<file path="config.mk">
export PLATFORM = sky130hd
export DESIGN_NAME = asfb_frame_builder
export DESIGN_NICKNAME = d
export VERILOG_FILES = /design/src/asfb_pkg.sv /design/src/asfb_checksum.sv /design/src/asfb_frame_builder.sv /design/src/asfb_tx_encode.sv
export SDC_FILE = /design/constraint.sdc
export NUM_CORES = 1
export LEC_CHECK = 0
export ABC_AREA = 1
export BUFFER_PORTS_ARGS = -buffer_cell sky130_fd_sc_hd__buf_4
export CAP_MARGIN = 20
export CORE_ASPECT_RATIO = 2
export CORE_MARGIN = 3
export CORE_UTILIZATION = 53
export CTS_CLUSTER_SIZE = 24
export DETAILED_ROUTE_END_ITERATION = 10
export PLACE_DENSITY = 0.79
export SYNTH_ARGS = -nofsm -noshare
export SYNTH_HDL_FRONTEND = slang
export SYNTH_SLANG_ARGS = --single-unit
</file>
<file path="constraint.sdc">
create_clock -name core_clk -period 2.35 [get_ports core_clk]
set_input_delay 0.47 -clock core_clk [delete_from_list [all_inputs] [get_ports core_clk]]
set_output_delay 0.47 -clock core_clk [all_outputs]
set_load 0.02 [all_outputs]
</file>
<file path="src/asfb_pkg.sv">
// Constants, frame layout and status codes for the status frame builder
// Operation
// - A qualifying module event produces a frame of type 0x8A at offset 3 with a status code at offset 4.
// - The status code is 0x00 after a hardware reset and 0x01 after a watchdog reset.
// - Association reports 0x02 or 0x06, and disassociation or a failed network start reports 0x03.
// - Network wake reports 0x0B, network sleep 0x0C and input over-voltage 0x0D.
// - At power-up one module status frame goes out with the hardware-reset code and payload length 2.
// - A completed transmit request of type 0x10 or 0x11 produces a frame of type 0x8B saying how it ended.
// - Offset 4 of the transmit status frame echoes the frame identifier of the originating request.
// - Offsets 5 and 6 hold the delivery address on success and 0xFFFD on failure.
// - Offset 7 holds the number of application-level retries.
// - Delivery status at offset 8 is 0x00 success, 0x01 MAC ack failure, 0x02 collision avoidance failure.
// - Delivery status is 0x21 for a network ack failure and 0x25 for a missing route.
// - Delivery status is 0x31 for a resource shortage and 0x32 for any other internal error.
// - Delivery status is 0x74 for an oversized payload and 0x75 for an unrequested indirect message.
// - Discovery status at offset 9 is 0x00 without discovery overhead and 0x02 after a route discovery.
// - Broadcast transmissions always report delivery status 0x00, even when delivery failed.
`default_nettype none
package asfb_pkg;
	// Frame framing bytes
	localparam logic [7:0] START_DELIM = 8'h7E;
	localparam logic [7:0] CHK_BASE = 8'hFF;
	localparam logic [7:0] TYPE_MODEM = 8'h8A;
	localparam logic [7:0] TYPE_TXSTAT = 8'h8B;
	// Byte offsets within a frame
	localparam int FRAME_BYTES = 11;
	localparam logic [3:0] OFS_START = 4'h0;
	localparam logic [3:0] OFS_LEN_HI = 4'h1;
	localparam logic [3:0] OFS_LEN_LO = 4'h2;
	localparam logic [3:0] OFS_TYPE = 4'h3;
	localparam logic [3:0] OFS_STATUS = 4'h4;
	localparam logic [3:0] OFS_FRAME_ID = 4'h4;
	localparam logic [3:0] OFS_ADDR_HI = 4'h5;
	localparam logic [3:0] OFS_ADDR_LO = 4'h6;
	localparam logic [3:0] OFS_RETRY = 4'h7;
	localparam logic [3:0] OFS_DELIV = 4'h8;
	localparam logic [3:0] OFS_DISC = 4'h9;
	// Payload lengths and checksum positions
	localparam logic [15:0] LEN_MODEM = 16'h0002;
	localparam logic [15:0] LEN_TXSTAT = 16'h0007;
	localparam logic [3:0] LAST_MODEM = 4'h5;
	localparam logic [3:0] LAST_TXSTAT = 4'hA;
	// Module events, bit index into the pending vector, lowest wins
	localparam int EV_COUNT = 8;
	localparam int EV_HW_RESET = 0;
	localparam logic [EV_COUNT-1:0] EV_RESET_PEND = 8'h01;
	// Module status codes, indexed by event bit
	localparam logic [EV_COUNT-1:0][7:0] MS_CODES = {8'h0D, 8'h0C, 8'h0B, 8'h03, 8'h06, 8'h02, 8'h01, 8'h00};
	// Transmit delivery codes
	localparam logic [7:0] DS_SUCCESS = 8'h00;
	localparam logic [7:0] DS_MAC_ACK = 8'h01;
	localparam logic [7:0] DS_CCA = 8'h02;
	localparam logic [7:0] DS_NET_ACK = 8'h21;
	localparam logic [7:0] DS_NO_ROUTE = 8'h25;
	localparam logic [7:0] DS_RESOURCE = 8'h31;
	localparam logic [7:0] DS_INTERNAL = 8'h32;
	localparam logic [7:0] DS_TOO_LARGE = 8'h74;
	localparam logic [7:0] DS_INDIRECT = 8'h75;
	localparam logic [7:0] DISC_NONE = 8'h00;
	localparam logic [7:0] DISC_ROUTE = 8'h02;
	localparam logic [15:0] ADDR_UNKNOWN = 16'hFFFD;
	// Transmit outcome as reported by the radio side
	typedef enum logic [3:0] {
		CAUSE_OK,
		CAUSE_MAC_ACK,
		CAUSE_CCA,
		CAUSE_NET_ACK,
		CAUSE_NO_ROUTE,
		CAUSE_RESOURCE,
		CAUSE_INTERNAL,
		CAUSE_TOO_LARGE,
		CAUSE_INDIRECT
	} asfb_cause_t;
	typedef enum logic [0:0] {
		ST_IDLE,
		ST_SEND
	} asfb_state_t;
endpackage
`default_nettype wire

</file>
<file path="src/asfb_checksum.sv">
// Running payload sum with the frame checksum it implies
`default_nettype none
module asfb_checksum (
	// Clock and reset
	input wire logic core_clk,
	input wire logic rst,
	// Accumulate control
	input wire logic clear,
	input wire logic add,
	input wire logic [7:0] byteIn,
	// Checksum including the byte being added now
	output logic [7:0] chkNext
);
	typedef struct packed {
		logic [7:0] sum;
	} asfb_sum_t;

	asfb_sum_t cur_ff;
	asfb_sum_t nxt_cur;
	logic [7:0] addend;

	// Only the low byte of the sum matters, so it wraps freely
	always_comb begin
		nxt_cur = cur_ff;
		addend = add ? byteIn : 8'h00;
		if (clear) begin
			nxt_cur.sum = 8'h00;
		end else begin
			nxt_cur.sum = cur_ff.sum + addend;
		end
	end

	// Sum register
	always_ff @(posedge core_clk) begin
		if (rst) begin
			cur_ff <= '0;
		end else begin
			cur_ff <= nxt_cur;
		end
	end

	assign chkNext = asfb_pkg::CHK_BASE - (cur_ff.sum + addend);
endmodule
`default_nettype wire

</file>
<file path="src/asfb_frame_builder.sv">
// Status frame builder: module status and transmit status frames onto a byte stream
`default_nettype none
module asfb_frame_builder (
	// Clock and reset
	input wire logic core_clk,
	input wire logic rst,
	// Module events, one-cycle pulses
	input wire logic evWdtReset,
	input wire logic evAssoc,
	input wire logic evAssocAlt,
	input wire logic evDisassoc,
	input wire logic evNetWake,
	input wire logic evNetSleep,
	input wire logic evOverVolt,
	// Transmit completion report
	input wire logic txDone,
	input wire logic [7:0] txFrameId,
	input wire logic [15:0] txDelivAddr,
	input wire logic [7:0] txRetries,
	input wire asfb_pkg::asfb_cause_t txCause,
	input wire logic txBroadcast,
	input wire logic txRouteDisc,
	output logic txReady,
	// Overrun flag and its clear
	input wire logic ovrClear,
	output logic txOverrun,
	// Byte stream toward the serial port
	output logic [7:0] outData,
	output logic outValid,
	input wire logic outReady,
	output logic busy
);
	localparam int NB = asfb_pkg::FRAME_BYTES;
	localparam int NE = asfb_pkg::EV_COUNT;

	typedef struct packed {
		asfb_pkg::asfb_state_t state;
		logic [3:0] idx;
		logic [3:0] lastIdx;
		logic [NB-1:0][7:0] frm;
		logic [7:0] outData;
		logic outValid;
		logic [NE-1:0] evPend;
		logic txPend;
		logic [7:0] txId;
		logic [15:0] txAddr;
		logic [7:0] txRetry;
		logic [7:0] txDeliv;
		logic [7:0] txDisc;
		logic txReady;
		logic txOverrun;
		logic busy;
	} asfb_core_t;

	asfb_core_t cur_ff;
	asfb_core_t nxt_cur;

	// Encoder and checksum links
	logic [7:0] encDeliv;
	logic [15:0] encAddr;
	logic [7:0] encDisc;
	logic chkClear;
	logic chkAdd;
	logic [7:0] chkNext;

	// Event inputs gathered in pending-bit order
	logic [NE-1:0] evIn;
	logic accept;
	logic txTake;

	assign evIn = {evOverVolt, evNetSleep, evNetWake, evDisassoc, evAssocAlt, evAssoc, evWdtReset, 1'b0};
	assign accept = cur_ff.outValid && outReady;
	assign txTake = txDone && cur_ff.txReady;

	// Transmit outcome encoding at capture time
	asfb_tx_encode u_enc (
		.cause(txCause),
		.broadcast(txBroadcast),
		.routeDisc(txRouteDisc),
		.addrIn(txDelivAddr),
		.deliv(encDeliv),
		.addrOut(encAddr),
		.disc(encDisc)
	);

	// Payload sum from type byte up to the byte before the checksum
	asfb_checksum u_chk (
		.core_clk(core_clk),
		.rst(rst),
		.clear(chkClear),
		.add(chkAdd),
		.byteIn(cur_ff.outData),
		.chkNext(chkNext)
	);

	assign chkAdd = accept && (cur_ff.idx >= asfb_pkg::OFS_TYPE) && (cur_ff.idx != cur_ff.lastIdx);

	// Next-state logic for the whole builder
	always_comb begin
		logic found;
		logic [NE-1:0] clrMask;
		logic [7:0] code;
		logic [3:0] nextIdx;
		found = 1'b0;
		clrMask = '0;
		code = 8'h00;
		nextIdx = 4'h0;
		nxt_cur = cur_ff;
		chkClear = 1'b0;

		// Pick the lowest pending module event
		for (int i = 0; i < NE; i++) begin
			if (!found && cur_ff.evPend[i]) begin
				found = 1'b1;
				code = asfb_pkg::MS_CODES[i];
				clrMask = NE'(1) << i;
			end
		end

		// Transmit capture; one report is held until its frame is loaded
		if (txTake) begin
			nxt_cur.txPend = 1'b1;
			nxt_cur.txReady = 1'b0;
			nxt_cur.txId = txFrameId;
			nxt_cur.txAddr = encAddr;
			nxt_cur.txRetry = txRetries;
			nxt_cur.txDeliv = encDeliv;
			nxt_cur.txDisc = encDisc;
		end

		case (cur_ff.state)
			asfb_pkg::ST_IDLE: begin
				if (found) begin
					// Module status frame
					nxt_cur.frm = '0;
					nxt_cur.frm[asfb_pkg::OFS_START] = asfb_pkg::START_DELIM;
					nxt_cur.frm[asfb_pkg::OFS_LEN_HI] = asfb_pkg::LEN_MODEM[15:8];
					nxt_cur.frm[asfb_pkg::OFS_LEN_LO] = asfb_pkg::LEN_MODEM[7:0];
					nxt_cur.frm[asfb_pkg::OFS_TYPE] = asfb_pkg::TYPE_MODEM;
					nxt_cur.frm[asfb_pkg::OFS_STATUS] = code;
					nxt_cur.lastIdx = asfb_pkg::LAST_MODEM;
					nxt_cur.evPend = cur_ff.evPend & ~clrMask;
				end else if (cur_ff.txPend) begin
					// Transmit status frame
					nxt_cur.frm = '0;
					nxt_cur.frm[asfb_pkg::OFS_START] = asfb_pkg::START_DELIM;
					nxt_cur.frm[asfb_pkg::OFS_LEN_HI] = asfb_pkg::LEN_TXSTAT[15:8];
					nxt_cur.frm[asfb_pkg::OFS_LEN_LO] = asfb_pkg::LEN_TXSTAT[7:0];
					nxt_cur.frm[asfb_pkg::OFS_TYPE] = asfb_pkg::TYPE_TXSTAT;
					nxt_cur.frm[asfb_pkg::OFS_FRAME_ID] = cur_ff.txId;
					nxt_cur.frm[asfb_pkg::OFS_ADDR_HI] = cur_ff.txAddr[15:8];
					nxt_cur.frm[asfb_pkg::OFS_ADDR_LO] = cur_ff.txAddr[7:0];
					nxt_cur.frm[asfb_pkg::OFS_RETRY] = cur_ff.txRetry;
					nxt_cur.frm[asfb_pkg::OFS_DELIV] = cur_ff.txDeliv;
					nxt_cur.frm[asfb_pkg::OFS_DISC] = cur_ff.txDisc;
					nxt_cur.lastIdx = asfb_pkg::LAST_TXSTAT;
					// Capture slot frees as soon as the frame is in the buffer
					nxt_cur.txPend = 1'b0;
					nxt_cur.txReady = 1'b1;
				end
				if (found || cur_ff.txPend) begin
					nxt_cur.state = asfb_pkg::ST_SEND;
					nxt_cur.idx = asfb_pkg::OFS_START;
					nxt_cur.outData = asfb_pkg::START_DELIM;
					nxt_cur.outValid = 1'b1;
					nxt_cur.busy = 1'b1;
					chkClear = 1'b1;
				end
			end
			asfb_pkg::ST_SEND: begin
				// Stream advances only on a taken byte; the sink may stall freely
				if (accept) begin
					if (cur_ff.idx == cur_ff.lastIdx) begin
						nxt_cur.state = asfb_pkg::ST_IDLE;
						nxt_cur.outValid = 1'b0;
						nxt_cur.busy = 1'b0;
					end else begin
						nextIdx = cur_ff.idx + 4'h1;
						nxt_cur.idx = nextIdx;
						if (nextIdx == cur_ff.lastIdx) begin
							nxt_cur.outData = chkNext;
						end else begin
							nxt_cur.outData = cur_ff.frm[nextIdx];
						end
					end
				end
			end
			default: begin
				nxt_cur.state = asfb_pkg::ST_IDLE;
				nxt_cur.outValid = 1'b0;
				nxt_cur.busy = 1'b0;
			end
		endcase

		// New events win over the clear of their own pending bit
		nxt_cur.evPend = nxt_cur.evPend | evIn;

		// Report lost while the slot was full; set wins over clear
		if (txDone && !cur_ff.txReady) begin
			nxt_cur.txOverrun = 1'b1;
		end else if (ovrClear) begin
			nxt_cur.txOverrun = 1'b0;
		end
	end

	// State register; reset arms the power-up hardware reset report
	always_ff @(posedge core_clk) begin
		if (rst) begin
			cur_ff <= '0;
			cur_ff.state <= asfb_pkg::ST_IDLE;
			cur_ff.evPend <= asfb_pkg::EV_RESET_PEND;
			cur_ff.txReady <= 1'b1;
		end else begin
			cur_ff <= nxt_cur;
		end
	end

	// Outputs straight from the state register
	assign outData = cur_ff.outData;
	assign outValid = cur_ff.outValid;
	assign busy = cur_ff.busy;
	assign txReady = cur_ff.txReady;
	assign txOverrun = cur_ff.txOverrun;
endmodule
`default_nettype wire

</file>
<file path="src/asfb_tx_encode.sv">
// Maps a transmit outcome to delivery status, address and discovery bytes
`default_nettype none
module asfb_tx_encode (
	// Outcome from the radio side
	input wire asfb_pkg::asfb_cause_t cause,
	input wire logic broadcast,
	input wire logic routeDisc,
	input wire logic [15:0] addrIn,
	// Encoded frame fields
	output logic [7:0] deliv,
	output logic [15:0] addrOut,
	output logic [7:0] disc
);
	logic [7:0] rawCode;

	// Outcome to code; unknown outcomes fall into the internal error bucket
	always_comb begin
		case (cause)
			asfb_pkg::CAUSE_OK: rawCode = asfb_pkg::DS_SUCCESS;
			asfb_pkg::CAUSE_MAC_ACK: rawCode = asfb_pkg::DS_MAC_ACK;
			asfb_pkg::CAUSE_CCA: rawCode = asfb_pkg::DS_CCA;
			asfb_pkg::CAUSE_NET_ACK: rawCode = asfb_pkg::DS_NET_ACK;
			asfb_pkg::CAUSE_NO_ROUTE: rawCode = asfb_pkg::DS_NO_ROUTE;
			asfb_pkg::CAUSE_RESOURCE: rawCode = asfb_pkg::DS_RESOURCE;
			asfb_pkg::CAUSE_TOO_LARGE: rawCode = asfb_pkg::DS_TOO_LARGE;
			asfb_pkg::CAUSE_INDIRECT: rawCode = asfb_pkg::DS_INDIRECT;
			default: rawCode = asfb_pkg::DS_INTERNAL;
		endcase
	end

	// Broadcasts carry no ack, so they always claim success
	assign deliv = broadcast ? asfb_pkg::DS_SUCCESS : rawCode;
	assign addrOut = (deliv == asfb_pkg::DS_SUCCESS) ? addrIn : asfb_pkg::ADDR_UNKNOWN;
	assign disc = routeDisc ? asfb_pkg::DISC_ROUTE : asfb_pkg::DISC_NONE;
endmodule
`default_nettype wire

</file>
Word-level counts from Yosys, hierarchy flattened --
Memory sizes are Yosys's and may differ from the RTL's. Cells that the tools add are included.
Cells by class: $add $sub $neg 3, order comparisons 2, eq/ne operators 7, muxes and demuxes 57, bitwise operators 4, reductions and logical operators 28
Operators by type and width (number):
- 2-to-1 mux 92 bit | 2
- 2-to-1 mux 8 bit | 19
- 2-to-1 mux 50 bit | 1
- binary-select mux 8 bit (select 4 bit) | 1
- 2-to-1 mux 9 bit | 3
- 2-to-1 mux 1 bit | 23
- one-hot mux 9 bit (2 select lines) | 1
- 2-to-1 mux 16 bit | 1
- logical AND 1 bit | 12
- 2-to-1 mux 5 bit | 2
- one-hot mux 5 bit (2 select lines) | 1
- adder 8 bit | 1
- AND 8 bit | 1
- == test 4 bit | 2
- zero test 1 bit | 8
- zero test 8 bit | 1
- NOT 8 bit | 1
- bitwise OR 8 bit | 1
- subtractor 8 bit, first input constant | 1
- AND reduction 3 bit | 2
- < comparator 4 x 5 -> 1 bit, second input constant | 1
- adder 4 x 1 -> 4 bit, second input constant | 1
- greater-or-equal comparator 4 x 2 -> 1 bit, second input constant | 1
- 2-to-1 mux 4 bit | 1
- 10 further kinds | 13
Word-level totals: flip-flop bits (word level) 174, memory bits (read-only) 96, input port bits 50, output and inout bits 12, logic and storage cells 129, memories kept 1
Memory list:
- (no name shown) | depth 16, width 6, rd ports 1, clocked after Yosys merged registers in 0, wr ports 0, RTL line asfb_tx_encode.sv:18 | case (cause)

Depth between registers and ports, before layout --
Gate-level depths: netlist (run 1).
depth in word-level cells 27, mapped depth 18, mapped depth without buffers 17

Hierarchy --
From an unflattened synthesis (run 1), not the netlist that was laid out.
Second synthesis, totals: cell total of the unflattened synthesis 962, area, all modules 6610.1 µm²
By module, submodules not included:
- asfb_frame_builder | times used 1, cells each 789, area each 5504.0 µm², seq. area each 2482.4 µm²
- asfb_checksum | times used 1, cells each 88, area each 614.3 µm², seq. area each 160.2 µm²
- asfb_tx_encode | times used 1, cells each 85, area each 491.7 µm², seq. area each 0.0 µm²

Worst setup path before layout (run 1) --
No wires, ideal clock.
kind register -> register, start reg cur_ff[161] (netlist name), end reg cur_ff, in the netlist outData[4], library setup time 74 ps, arrival 2222 ps, required time 2276 ps, slack 54 ps, stages on the path, launching flop included 15, buffers on the path 1, period minus slack after synthesis 2296 ps, path through dfxtp_1 > buf_6 > inv_2 > nand2_1 > nand2_1 > nor2_1 > nand2_2 > nand2_1 > nor2_1 > ha_1 > fa_1 > a31oi_1 > xor2_1 > nand2_1 > a31oi_1
On the way: longest elaborated chain between the ends 10, elaborated cells on any way between the ends 18, classes of those cells 3 x add/sub; 1 x order compare; 4 x eq/ne; 7 x mux; 3 x reduce/logical
RTL lines:
- start: declaration | RTL line asfb_frame_builder.sv:55 | asfb_core_t cur_ff;
- start signal: assignment | RTL line asfb_frame_builder.sv:214 | cur_ff <= nxt_cur;
- greater-or-equal comparator 4 x 2 -> 1 bit | RTL line asfb_frame_builder.sv:96 | assign chkAdd = accept && (cur_ff.idx >= asfb_pkg::OFS_TYPE) && (cur_ff.idx != cur_ff.lastIdx);
- logical AND 1 bit (2 in series) | RTL line asfb_frame_builder.sv:96
- 2-to-1 mux 8 bit | RTL line asfb_checksum.sv:25 | addend = add ? byteIn : 8'h00;
- adder 8 bit | RTL line asfb_checksum.sv:42 | assign chkNext = asfb_pkg::CHK_BASE - (cur_ff.sum + addend);
- subtractor 8 bit | RTL line asfb_checksum.sv:42
- 2-to-1 mux 8 bit | RTL line asfb_frame_builder.sv:180 | if (nextIdx == cur_ff.lastIdx) begin
- 2-to-1 mux 8 bit | RTL line asfb_frame_builder.sv:173 | if (cur_ff.idx == cur_ff.lastIdx) begin
- 2-to-1 mux 9 bit | RTL line asfb_frame_builder.sv:172 | if (accept) begin
- one-hot mux 9 bit (2 select lines) | RTL line asfb_frame_builder.sv:131 | case (cur_ff.state)
Parallel ways exist; a longest one is shown, timed or not. The select of a mux whose other input is x is not followed. A chain may end at the register's enable or synchronous reset.

Worst setup path in the final report (run 1) --
start reg cur_ff[161] (netlist name), end reg cur_ff, in the netlist outData[5]
Same word-level chain as after synthesis.

==> reports/qor.log, run 1 <==
qor: clock_tree.cts-htree-levels 4
qor: floorplanning.design.die.area 11610 um^2
qor: yosys.post_synth_fa_ha_maj_area_fraction 0.03122
qor: power.pwr_density_cell 788.6 nW/um^2
qor: critical_path.number_of_cell_instances_on_the_worst_register_to_register_path 13
qor: clock_tree.clock_insertion_delay_worst_skew 0.42 ns
qor: grt.initial_antenna_violation_count 0
qor: route.drc_errors 0
qor: sta.headroom_to_the_max_slew_limit 0.6331
qor: sta.timing.clock.skew 0.007980 ns
qor: floorplanning.start_util 0.5510
qor: yosys.compound_gate_portion_of_the_synthesized_area 0.1926
qor: critical_path.timing.critical_path.arrival 2.64 ns
qor: sta.setup_violations_final 0
qor: sta.hold-worst-slack 0.2636 ns
qor: floorplanning.boundaryPins 62
qor: floorplanning.std_cell_rows 51
qor: hold_path.hp-start txDelivAddr[12]
qor: critical_path.worst_ep_required_time 2.68 ns
qor: run.max_cap_viol_count 0
qor: yosys.number_of_distinct_library_cells_after_synthesis 45
qor: power.leakagePower 2.931 nW
qor: finish.synthToLayoutAreaGrowth 25.00%
qor: grt.grt_max_degree 47
qor: yosys.synth_xor_xnor_area_share 0.01607
qor: critical_path.setup.worst_path.end_class flop
qor: clock_tree.cts.sinks 114
qor: outcome.run_status finished clean
qor: sta.setup-tns-final 0 ns
qor: critical_path.timing.setup.critical_path_class reg -> reg
qor: route.detailroute.via_count 5156
qor: yosys.ys_seq_area_frac 0.4187
qor: route.met3_wirelength 665 um
qor: yosys.async_reset_ff_frac 0
qor: grt.first_global_vias 5125
qor: grt.grt.overflow.total 0
qor: sta.min_period_over_period 0.9800
qor: critical_path.timing.critical_path.cells ha_4 -> nor2_2 -> a21oi_2 -> nand2_4 -> buf_6 -> nor2_1 -> ha_4 -> nand2_1 -> inv_1 -> a21oi_1 -> xor2_1 -> nand2_1 -> a31oi_1
qor: route.wl_met1 5.048 mm
qor: critical_path.ff2ff_setup_slack 0.05 ns
qor: sta.max_clock_freq 0.4342 GHz
qor: power.vdd_drop_max 0.6559 mV
qor: sta.worstMarginPinSlew 0.5435 ns
qor: floorplanning.die-width 77.71 um
qor: route.maxUsedRoutingLayer met4
qor: finish.final_layout_size_suffix_gt1_frac 0.2296
qor: hold_path.worst_hold_path_type in -> reg
qor: clock_tree.tritoncts_clock_tree built
qor: placed_design.hpwlAfterDp 9.726 mm
qor: placed_design.gpl.final_weighted_congestion 0.9622
qor: floorplanning.chipHeight 149.4 um
qor: finish.nFillCells 773
qor: yosys.post_synth_and_or_nand_nor_area_fraction 0.2309
qor: route.avgRoutedWirePerCell 15.59 um
qor: critical_path.crit-reg2reg-launch cur_ff[161]$_SDFFE_PP0P_
qor: route.wl 14.48 mm
qor: route.drt-pass1-iter-count 5
qor: route.drc_violation_total_after_the_first_tritonroute_iteration 281
qor: clock_tree.cts_buffers 17
qor: clock_tree.cts_root_buffer sky130_fd_sc_hd__clkbuf_16
qor: critical_path.cp_num_cells 13
qor: yosys.ys_dominant_reg_cell sky130_fd_sc_hd__dfxtp_1
qor: sta.slew_violations 0
qor: critical_path.worstSetupStartpointType flop
qor: critical_path.critical_path.n_buffers_inverters 2
qor: sta.final_period_minus_worst_setup_slack 2.303 ns
qor: clock_tree.cts_hold_buffers 0
qor: critical_path.regToRegEndpoint outData[5]$_SDFFE_PP0P_
qor: clock_tree.ctsLongestPathBuffers 2
qor: critical_path.critical_path.endpoint outData[5]$_SDFFE_PP0P_
qor: critical_path.timing.critical_path.fanout_max 5
qor: route.final_antenna_net_count 0
qor: floorplanning.core-area 9891 um^2
qor: route.detailroute.wirelength.met2 8.076 mm
qor: clock_tree.clk_pin_slew_worst_paths 0.05 ns
qor: critical_path.critical_path_s_top_delay_family compound AO/OA/AOI/OAI gates
qor: finish.antenna_cells 0
qor: yosys.post_synth_instance_area 5450 um^2
qor: sta.final_hold_viol_count 0
qor: critical_path.worst_path_max_delay_cell sky130_fd_sc_hd__dfxtp_4
qor: grt.gr-usage-all-layers 0.2541
qor: yosys.instance_count_of_the_mapped_netlist 715
qor: yosys.post_synth.cell_area_avg 7.623 um^2
qor: yosys.yosys_warnings 0
qor: route.post_drt_via_cell_ratio 5.550
qor: yosys.synth_enable_flop_cells 0
qor: critical_path.critPathMaxStageDelay 0.38 ns
qor: yosys.flip_flop_and_latch_count_after_synthesis 114
qor: yosys.syn_nets 778
qor: critical_path.critical_path.startpoint cur_ff[161]$_SDFFE_PP0P_
qor: finish.design.final.nets 847
qor: yosys.combinational_family_with_the_most_area_after_synthesis simple AND/OR/NAND/NOR gates
qor: placed_design.portBuffers 61
qor: grt.grt_pass1_wl 23.23 mm
qor: yosys.synthMuxAreaShare 0
==> cells by family (layout without fill, tap and decap cells) <==
group,Yosys count,count (layout)
and+or+nand+nor,273,273
adders and majority gates,13,13
xor gates and xnor gates,7,7
DFF,114,114
AOI/OAI and AO/OA,176,176
buffers and inverters,132,214
==> state kept, by name (all words and copies together) (netlist names) <==
name          flops
cur_ff           95
txReady           1
outData           8
outValid          1
u_chk.cur_ff      8
txOverrun         1
==> power by group <==
part	internal [mW]	switching, mW	total (mW)
Sequential	2.03	0.0692	2.10
Clock	1.83	0.878	2.71
Combinational	0.218	0.343	0.561
==> worst min path at each step <==
stage	cells after the start	slack (ns)	endpoint
floorplan	2	0.43	cur_ff[120]$_SDFFE_PP0P_
global route	3	0.28	cur_ff[58]$_SDFF_PP0_
global placement	2	0.45	cur_ff[133]$_SDFFE_PP0P_
finish	3	0.26	cur_ff[39]$_SDFFE_PP0P_
detailed placement	2	0.45	cur_ff[120]$_SDFFE_PP0P_
CTS	3	0.26	cur_ff[39]$_SDFFE_PP0P_
==> cells in the mapped netlist, types with 2 or more instances <==
master | number | share of area
sky130_fd_sc_hd__dfxtp_1 | 114 | 0.42
sky130_fd_sc_hd__nor2_1 | 104 | 0.072
sky130_fd_sc_hd__nand2_1 | 99 | 0.068
sky130_fd_sc_hd__inv_1 | 77 | 0.053
sky130_fd_sc_hd__o21ai_0 | 60 | 0.055
sky130_fd_sc_hd__nand3_1 | 44 | 0.040
sky130_fd_sc_hd__a21oi_1 | 35 | 0.032
sky130_fd_sc_hd__o211ai_1 | 20 | 0.028
sky130_fd_sc_hd__a22oi_1 | 19 | 0.026
sky130_fd_sc_hd__clkbuf_1 | 19 | 0.013
sky130_fd_sc_hd__o21ai_1 | 15 | 0.014
sky130_fd_sc_hd__buf_4 | 14 | 0.019
sky130_fd_sc_hd__ha_1 | 12 | 0.028
sky130_fd_sc_hd__a31oi_1 | 10 | 0.011
sky130_fd_sc_hd__buf_2 | 7 | 0.0064
sky130_fd_sc_hd__inv_2 | 7 | 0.0048
sky130_fd_sc_hd__buf_6 | 5 | 0.010
sky130_fd_sc_hd__nand2_4 | 5 | 0.010
sky130_fd_sc_hd__nand4_1 | 5 | 0.0057
sky130_fd_sc_hd__nand2_2 | 4 | 0.0046
sky130_fd_sc_hd__nand3_4 | 4 | 0.013
sky130_fd_sc_hd__o31ai_1 | 4 | 0.0055
sky130_fd_sc_hd__o32ai_1 | 3 | 0.0048
sky130_fd_sc_hd__xnor2_1 | 3 | 0.0048
sky130_fd_sc_hd__a21oi_2 | 2 | 0.0032
sky130_fd_sc_hd__nor2_2 | 2 | 0.0023
sky130_fd_sc_hd__nor2_4 | 2 | 0.0041
sky130_fd_sc_hd__o22ai_1 | 2 | 0.0023
sky130_fd_sc_hd__xor2_1 | 2 | 0.0032
==> per-layer routing <==
layer | vias to the layer above | global-route usage
met5 | - | 0
met3 | 53 | 0.04880
li1 | 2496 | -
met4 | 0 | 0.1684
met1 | 2433 | 0.2511
met2 | 174 | 0.4691
==> per-stage QoR <==
stage | area [um^2] | util | total power [mW] | cells | setup slack (ns)
floorplan | 5450 | - | 2.501 | 715 | 0.05371
global placement | 6043 | 0.6110 | 2.667 | 893 | 0.01237
detailed placement | 6043 | 0.6110 | 2.684 | 893 | -0.08753
CTS | 6684 | 0.6758 | 5.385 | 925 | -0.03764
global route | 6813 | 0.6888 | 5.545 | 929 | -0.1415
finish | 6813 | 0.6888 | 5.373 | 929 | 0.04700
==> layout make-up <==
type | count | area [um^2] | share of cell area
clock buffer | 24 | 511.7 | 0.07511
clock inverter | 8 | 122.6 | 0.01800
inverter | 87 | 334.1 | 0.04904
multi-input combinational | 469 | 2655 | 0.3897
sequential | 114 | 2287 | 0.3357
tap | 132 | 165.2 | 0.02424
timing repair buffer | 95 | 737.0 | 0.1082
==> cell usage in the layout (no fill, tap or decap), types with 4 or more instances in the layout <==
master / n
sky130_fd_sc_hd__clkbuf_16: 17
sky130_fd_sc_hd__ha_1: 8
sky130_fd_sc_hd__nor2_1: 99
sky130_fd_sc_hd__nand2_1: 96
sky130_fd_sc_hd__clkbuf_8: 6
sky130_fd_sc_hd__o31ai_1: 4
sky130_fd_sc_hd__nor2_2: 7
sky130_fd_sc_hd__nand3_1: 42
sky130_fd_sc_hd__a21oi_2: 5
sky130_fd_sc_hd__dfxtp_1: 112
sky130_fd_sc_hd__a21oi_1: 32
sky130_fd_sc_hd__nand4_1: 5
sky130_fd_sc_hd__a22oi_1: 19
sky130_fd_sc_hd__o21ai_0: 60
sky130_fd_sc_hd__inv_2: 8
sky130_fd_sc_hd__o21ai_1: 15
sky130_fd_sc_hd__nand2_4: 6
sky130_fd_sc_hd__buf_4: 91
sky130_fd_sc_hd__o211ai_1: 20
sky130_fd_sc_hd__inv_1: 76
sky130_fd_sc_hd__a31oi_1: 10
sky130_fd_sc_hd__nand3_4: 4
sky130_fd_sc_hd__nand2_2: 6
==> timing repair <==
item,CTS,global route
setup endpoints to repair,6,11
setup buffers,0,4
gates resized for setup,2,25
pin swaps,0,17
endpoints found under the hold margin,0,0
==> tightest hold or removal path: cells and delay by family <==
| family | cells | cell delay [ns] |
|---|---|---|
| buffers and inverters | 2 | 0.12 |
| AO/OA/AOI/OAI | 1 | 0.06 |
Note: power is estimated with default switching activity, not from simulation.
==> run 2: changes to the inputs <==
Settings changed: CORE_ASPECT_RATIO 2 to 0.5, PLACE_DENSITY 0.79 to 0.81.
==> run 2 against run 1 <==
Against the previous run:
- core utilization decreased by 1.2 points
- largest power group unchanged
- wire length is 8.3% lower
- highest routed layer unchanged
- critical endpoint unchanged
- clock power shrank 14%
- via count down 3.1%
- critical path depth unchanged
- worst setup slack gained 0.048 ns
- cell area is 3.4% lower
- count of clock-buffer cells in the layout is 3 lower
- critical path type unchanged
- final cell count shrank 0.75%
- first-iteration DRC count grew 65%
==> reports/qor.log, run 2 (synthesized netlist as in run 1, its figures left out) <==
qor: placed_design.hpwlAfterDp 9.133 mm [-6.1%]
qor: run.max_cap_viol_count 0 [unchanged]
qor: sta.timing.clock.skew 0.007798 ns [-0.0001819 ns]
qor: critical_path.timing.critical_path.fanout_max 6 [+1]
qor: finish.synthToLayoutAreaGrowth 20.73%
qor: finish.largest_register_ff_count 95 [unchanged]
qor: hold_path.hp-start txDelivAddr[15]
qor: grt.initial_antenna_violation_count 0 [unchanged]
qor: route.wl 13.28 mm [-8.3%]
qor: critical_path.number_of_cell_instances_on_the_worst_register_to_register_path 13 [unchanged]
qor: grt.gr-usage-met1 0.3345 [+0.08349]
qor: route.avgRoutedWirePerCell 14.40 um [-7.6%]
qor: clock_tree.clk_pin_slew_worst_paths 0.06 ns [about the same]
qor: clock_tree.cts_buffers 17 [unchanged]
qor: hold_path.worst_hold_path_type in -> reg
qor: finish.largest_register_by_flop_count cur_ff
qor: clock_tree.tritoncts_clock_tree built
qor: clock_tree.cts_root_buffer sky130_fd_sc_hd__clkbuf_16
qor: route.post_drt_via_cell_ratio 5.419 [-2.4%]
qor: sta.layout_setup_ws 0.09498 ns [+0.04797 ns]
qor: grt.grt_busiest_layer met2
qor: sta.slew_violations 0 [unchanged]
qor: critical_path.worstSetupStartpointType flop
qor: sta.headroom_to_the_max_slew_limit 0.5517 [-0.08143]
qor: finish.final_cell_area 6580 um^2 [-3.4%]
qor: critical_path.timing.critical_path.arrival 2.60 ns [-0.04 ns]
qor: route.drc_violation_total_after_the_first_tritonroute_iteration 465 [+65%]
qor: sta.final_hold_viol_count 0 [unchanged]
qor: critical_path.critical_path.startpoint cur_ff[161]$_SDFFE_PP0P_
qor: floorplanning.core-area 9728 um^2 [-1.6%]
qor: power.pwr_density_cell 752.8 nW/um^2 [-4.5%]
qor: route.detailroute.via_count 4996 [-3.1%]
qor: finish.final_layout_size_suffix_gt1_frac 0.2071 [-0.02250]
qor: grt.met3_layer_usage_reported_by_global_route 0.04667 [-0.002121]
qor: grt.first_global_vias 4670 [-8.9%]
qor: critical_path.setup.worst_path.end_class flop
qor: grt.grt.overflow.total 0 [unchanged]
qor: critical_path.crit-reg2reg-launch cur_ff[161]$_SDFFE_PP0P_
qor: clock_tree.cts.sinks 114 [unchanged]
qor: grt.gr-usage-all-layers 0.2372 [-0.01686]
qor: route.drc_errors 0 [unchanged]
qor: floorplanning.die-width 149.4 um [+92%]
qor: hold_path.holdPathStages 3 [unchanged]
qor: power.power 4.953 mW [-7.8%]
qor: sta.setup_violations_final 0 [unchanged]
qor: sta.final_period_minus_worst_setup_slack 2.255 ns [-0.04797 ns]
qor: hold_path.hold_path_end cur_ff[42]$_SDFFE_PP0P_
qor: placed_design.dp_slack -0.05185 ns [+0.03568 ns]
qor: sta.min_period_over_period 0.9596 [-0.02041]
qor: finish.layout_commonest_cell sky130_fd_sc_hd__dfxtp_1
qor: power.leakagePower 2.809 nW [-4.2%]
qor: finish.final_cell_mix sky130_fd_sc_hd__dfxtp_1 (113), sky130_fd_sc_hd__nor2_1 (103), sky130_fd_sc_hd__nand2_1 (97)
qor: route.drt-pass1-iter-count 5 [unchanged]
qor: sta.max_clock_freq 0.4435 GHz [+2.1%]
qor: critical_path.ff2ff_setup_slack 0.09 ns [+0.05 ns]
qor: clock_tree.ctsLongestPathBuffers 2 [unchanged]
qor: grt.grt_max_degree 47 [unchanged]
qor: clock_tree.clock_insertion_delay_worst_skew 0.41 ns [about the same]
qor: finish.antenna_cells 0 [unchanged]
qor: floorplanning.chipHeight 77.71 um [-48%]
qor: critical_path.timing.setup.critical_path_class reg -> reg
qor: power.vdd_drop_max 0.5024 mV [-23%]
qor: placed_design.gpl.final_weighted_congestion 0.9322 [-3.1%]
qor: critical_path.worst_ep_required_time 2.69 ns [about the same]
qor: grt.groute.layer.met2.usage 0.3640 [-0.1051]
qor: clock_tree.cts-htree-levels 4 [unchanged]
qor: placed_design.postPlaceCellArea 5959 um^2 [-1.4%]
qor: finish.design.final.nets 837 [-1.2%]
qor: floorplanning.std_cell_rows 25 [-51%]
qor: clock_tree.cts_hold_buffers 0 [unchanged]
qor: floorplanning.start_util 0.5603 [+0.009214]
qor: route.final_antenna_net_count 0 [unchanged]
qor: floorplanning.design.die.area 11610 um^2 [unchanged]
qor: outcome.run_status finished clean
qor: sta.worstMarginPinSlew 0.6641 ns [+0.1206 ns]
qor: placed_design.portBuffers 61 [unchanged]
qor: floorplanning.boundaryPins 62 [unchanged]
qor: critical_path.regToRegEndpoint outData[5]$_SDFFE_PP0P_
qor: grt.grt_pass1_wl 22.16 mm [-4.6%]
==> run 2: cell types whose count changed in the layout (fill, tap and decap cells not counted), moves of 2 or more <==
cell	previous run	this run
sky130_fd_sc_hd__buf_4	91	84
sky130_fd_sc_hd__buf_6	3	1
sky130_fd_sc_hd__bufinv_16	3	0
sky130_fd_sc_hd__clkbuf_8	6	2
sky130_fd_sc_hd__clkinv_4	1	4
sky130_fd_sc_hd__clkinvlp_4	3	5
sky130_fd_sc_hd__ha_1	8	10
sky130_fd_sc_hd__ha_4	3	0
sky130_fd_sc_hd__nand3_1	42	44
sky130_fd_sc_hd__nand3_2	3	1
sky130_fd_sc_hd__nor2_1	99	103
sky130_fd_sc_hd__nor2_2	7	3
==> run 2: stage by stage <==
stage	TNS, ns	utilization	hold slack [ns]	std cells
floorplan	0	-	0.4313	715
global placement	0	0.6126	0.4490	886
detailed placement	-0.08054	0.6126	0.4496	886
CTS	0	0.6688	0.2535	918
global route	-0.08300	0.6764	0.2810	922
finish	0	0.6764	0.2603	922
==> run 2: area by class of cell <==
type                       count  area, um^2
fill                         792        3148
multi-input combinational    469        2606
sequential                   114        2286
timing repair buffer          85       641.9
clock buffer                  21       460.4
inverter                      87       334.1
tap                          135       168.9
clock inverter                11       82.58
==> run 2: how the worst max path moves through the flow <==
stage	slack [ns]	to
3_5_place_dp	-0.05	outData[5]$_SDFFE_PP0P_
3_3_place_gp	0.02	outData[5]$_SDFFE_PP0P_
2_1_floorplan	0.05	outData[4]$_SDFFE_PP0P_
5_1_grt	-0.07	outData[5]$_SDFFE_PP0P_
4_1_cts	0.03	outData[5]$_SDFFE_PP0P_
6_report	0.09	outData[5]$_SDFFE_PP0P_
==> run 2: report_power, final <==
group | internal [mW] | total, mW | switching (mW)
logic | 0.202 | 0.529 | 0.327
registers | 2.03 | 2.10 | 0.0710
clock network | 1.40 | 2.32 | 0.919
==> run 2: critical path, cell delays in order, from the launching register on <==
cell and delay [ns]:
sky130_fd_sc_hd__dfxtp_4 0.36, sky130_fd_sc_hd__ha_2 0.19, sky130_fd_sc_hd__nor2_2 0.05, sky130_fd_sc_hd__a21oi_2 0.15
sky130_fd_sc_hd__nand2_2 0.08, sky130_fd_sc_hd__buf_6 0.13, sky130_fd_sc_hd__nor2_1 0.08, sky130_fd_sc_hd__ha_1 0.27
sky130_fd_sc_hd__a21oi_2 0.16, sky130_fd_sc_hd__nand2_2 0.09, sky130_fd_sc_hd__a21oi_2 0.16, sky130_fd_sc_hd__xor2_1 0.21
sky130_fd_sc_hd__nand2_1 0.09, sky130_fd_sc_hd__a31oi_1 0.15
==> run 2: repair_timing <==
action / 4_1_cts / 5_1_grt
gates resized for setup: 2 / 12
setup buffers: 0 / 4
gates cloned: 0 / 0
pin swaps: 0 / 7
endpoints found under the setup margin: 2 / 7
==> run 2: per-layer routing <==
metal / vias to the layer above / wire (um)
met5: - / 0
met4: 0 / 217
met3: 20 / 889
met2: 177 / 5956
met1: 2314 / 6213
li1: 2485 / -
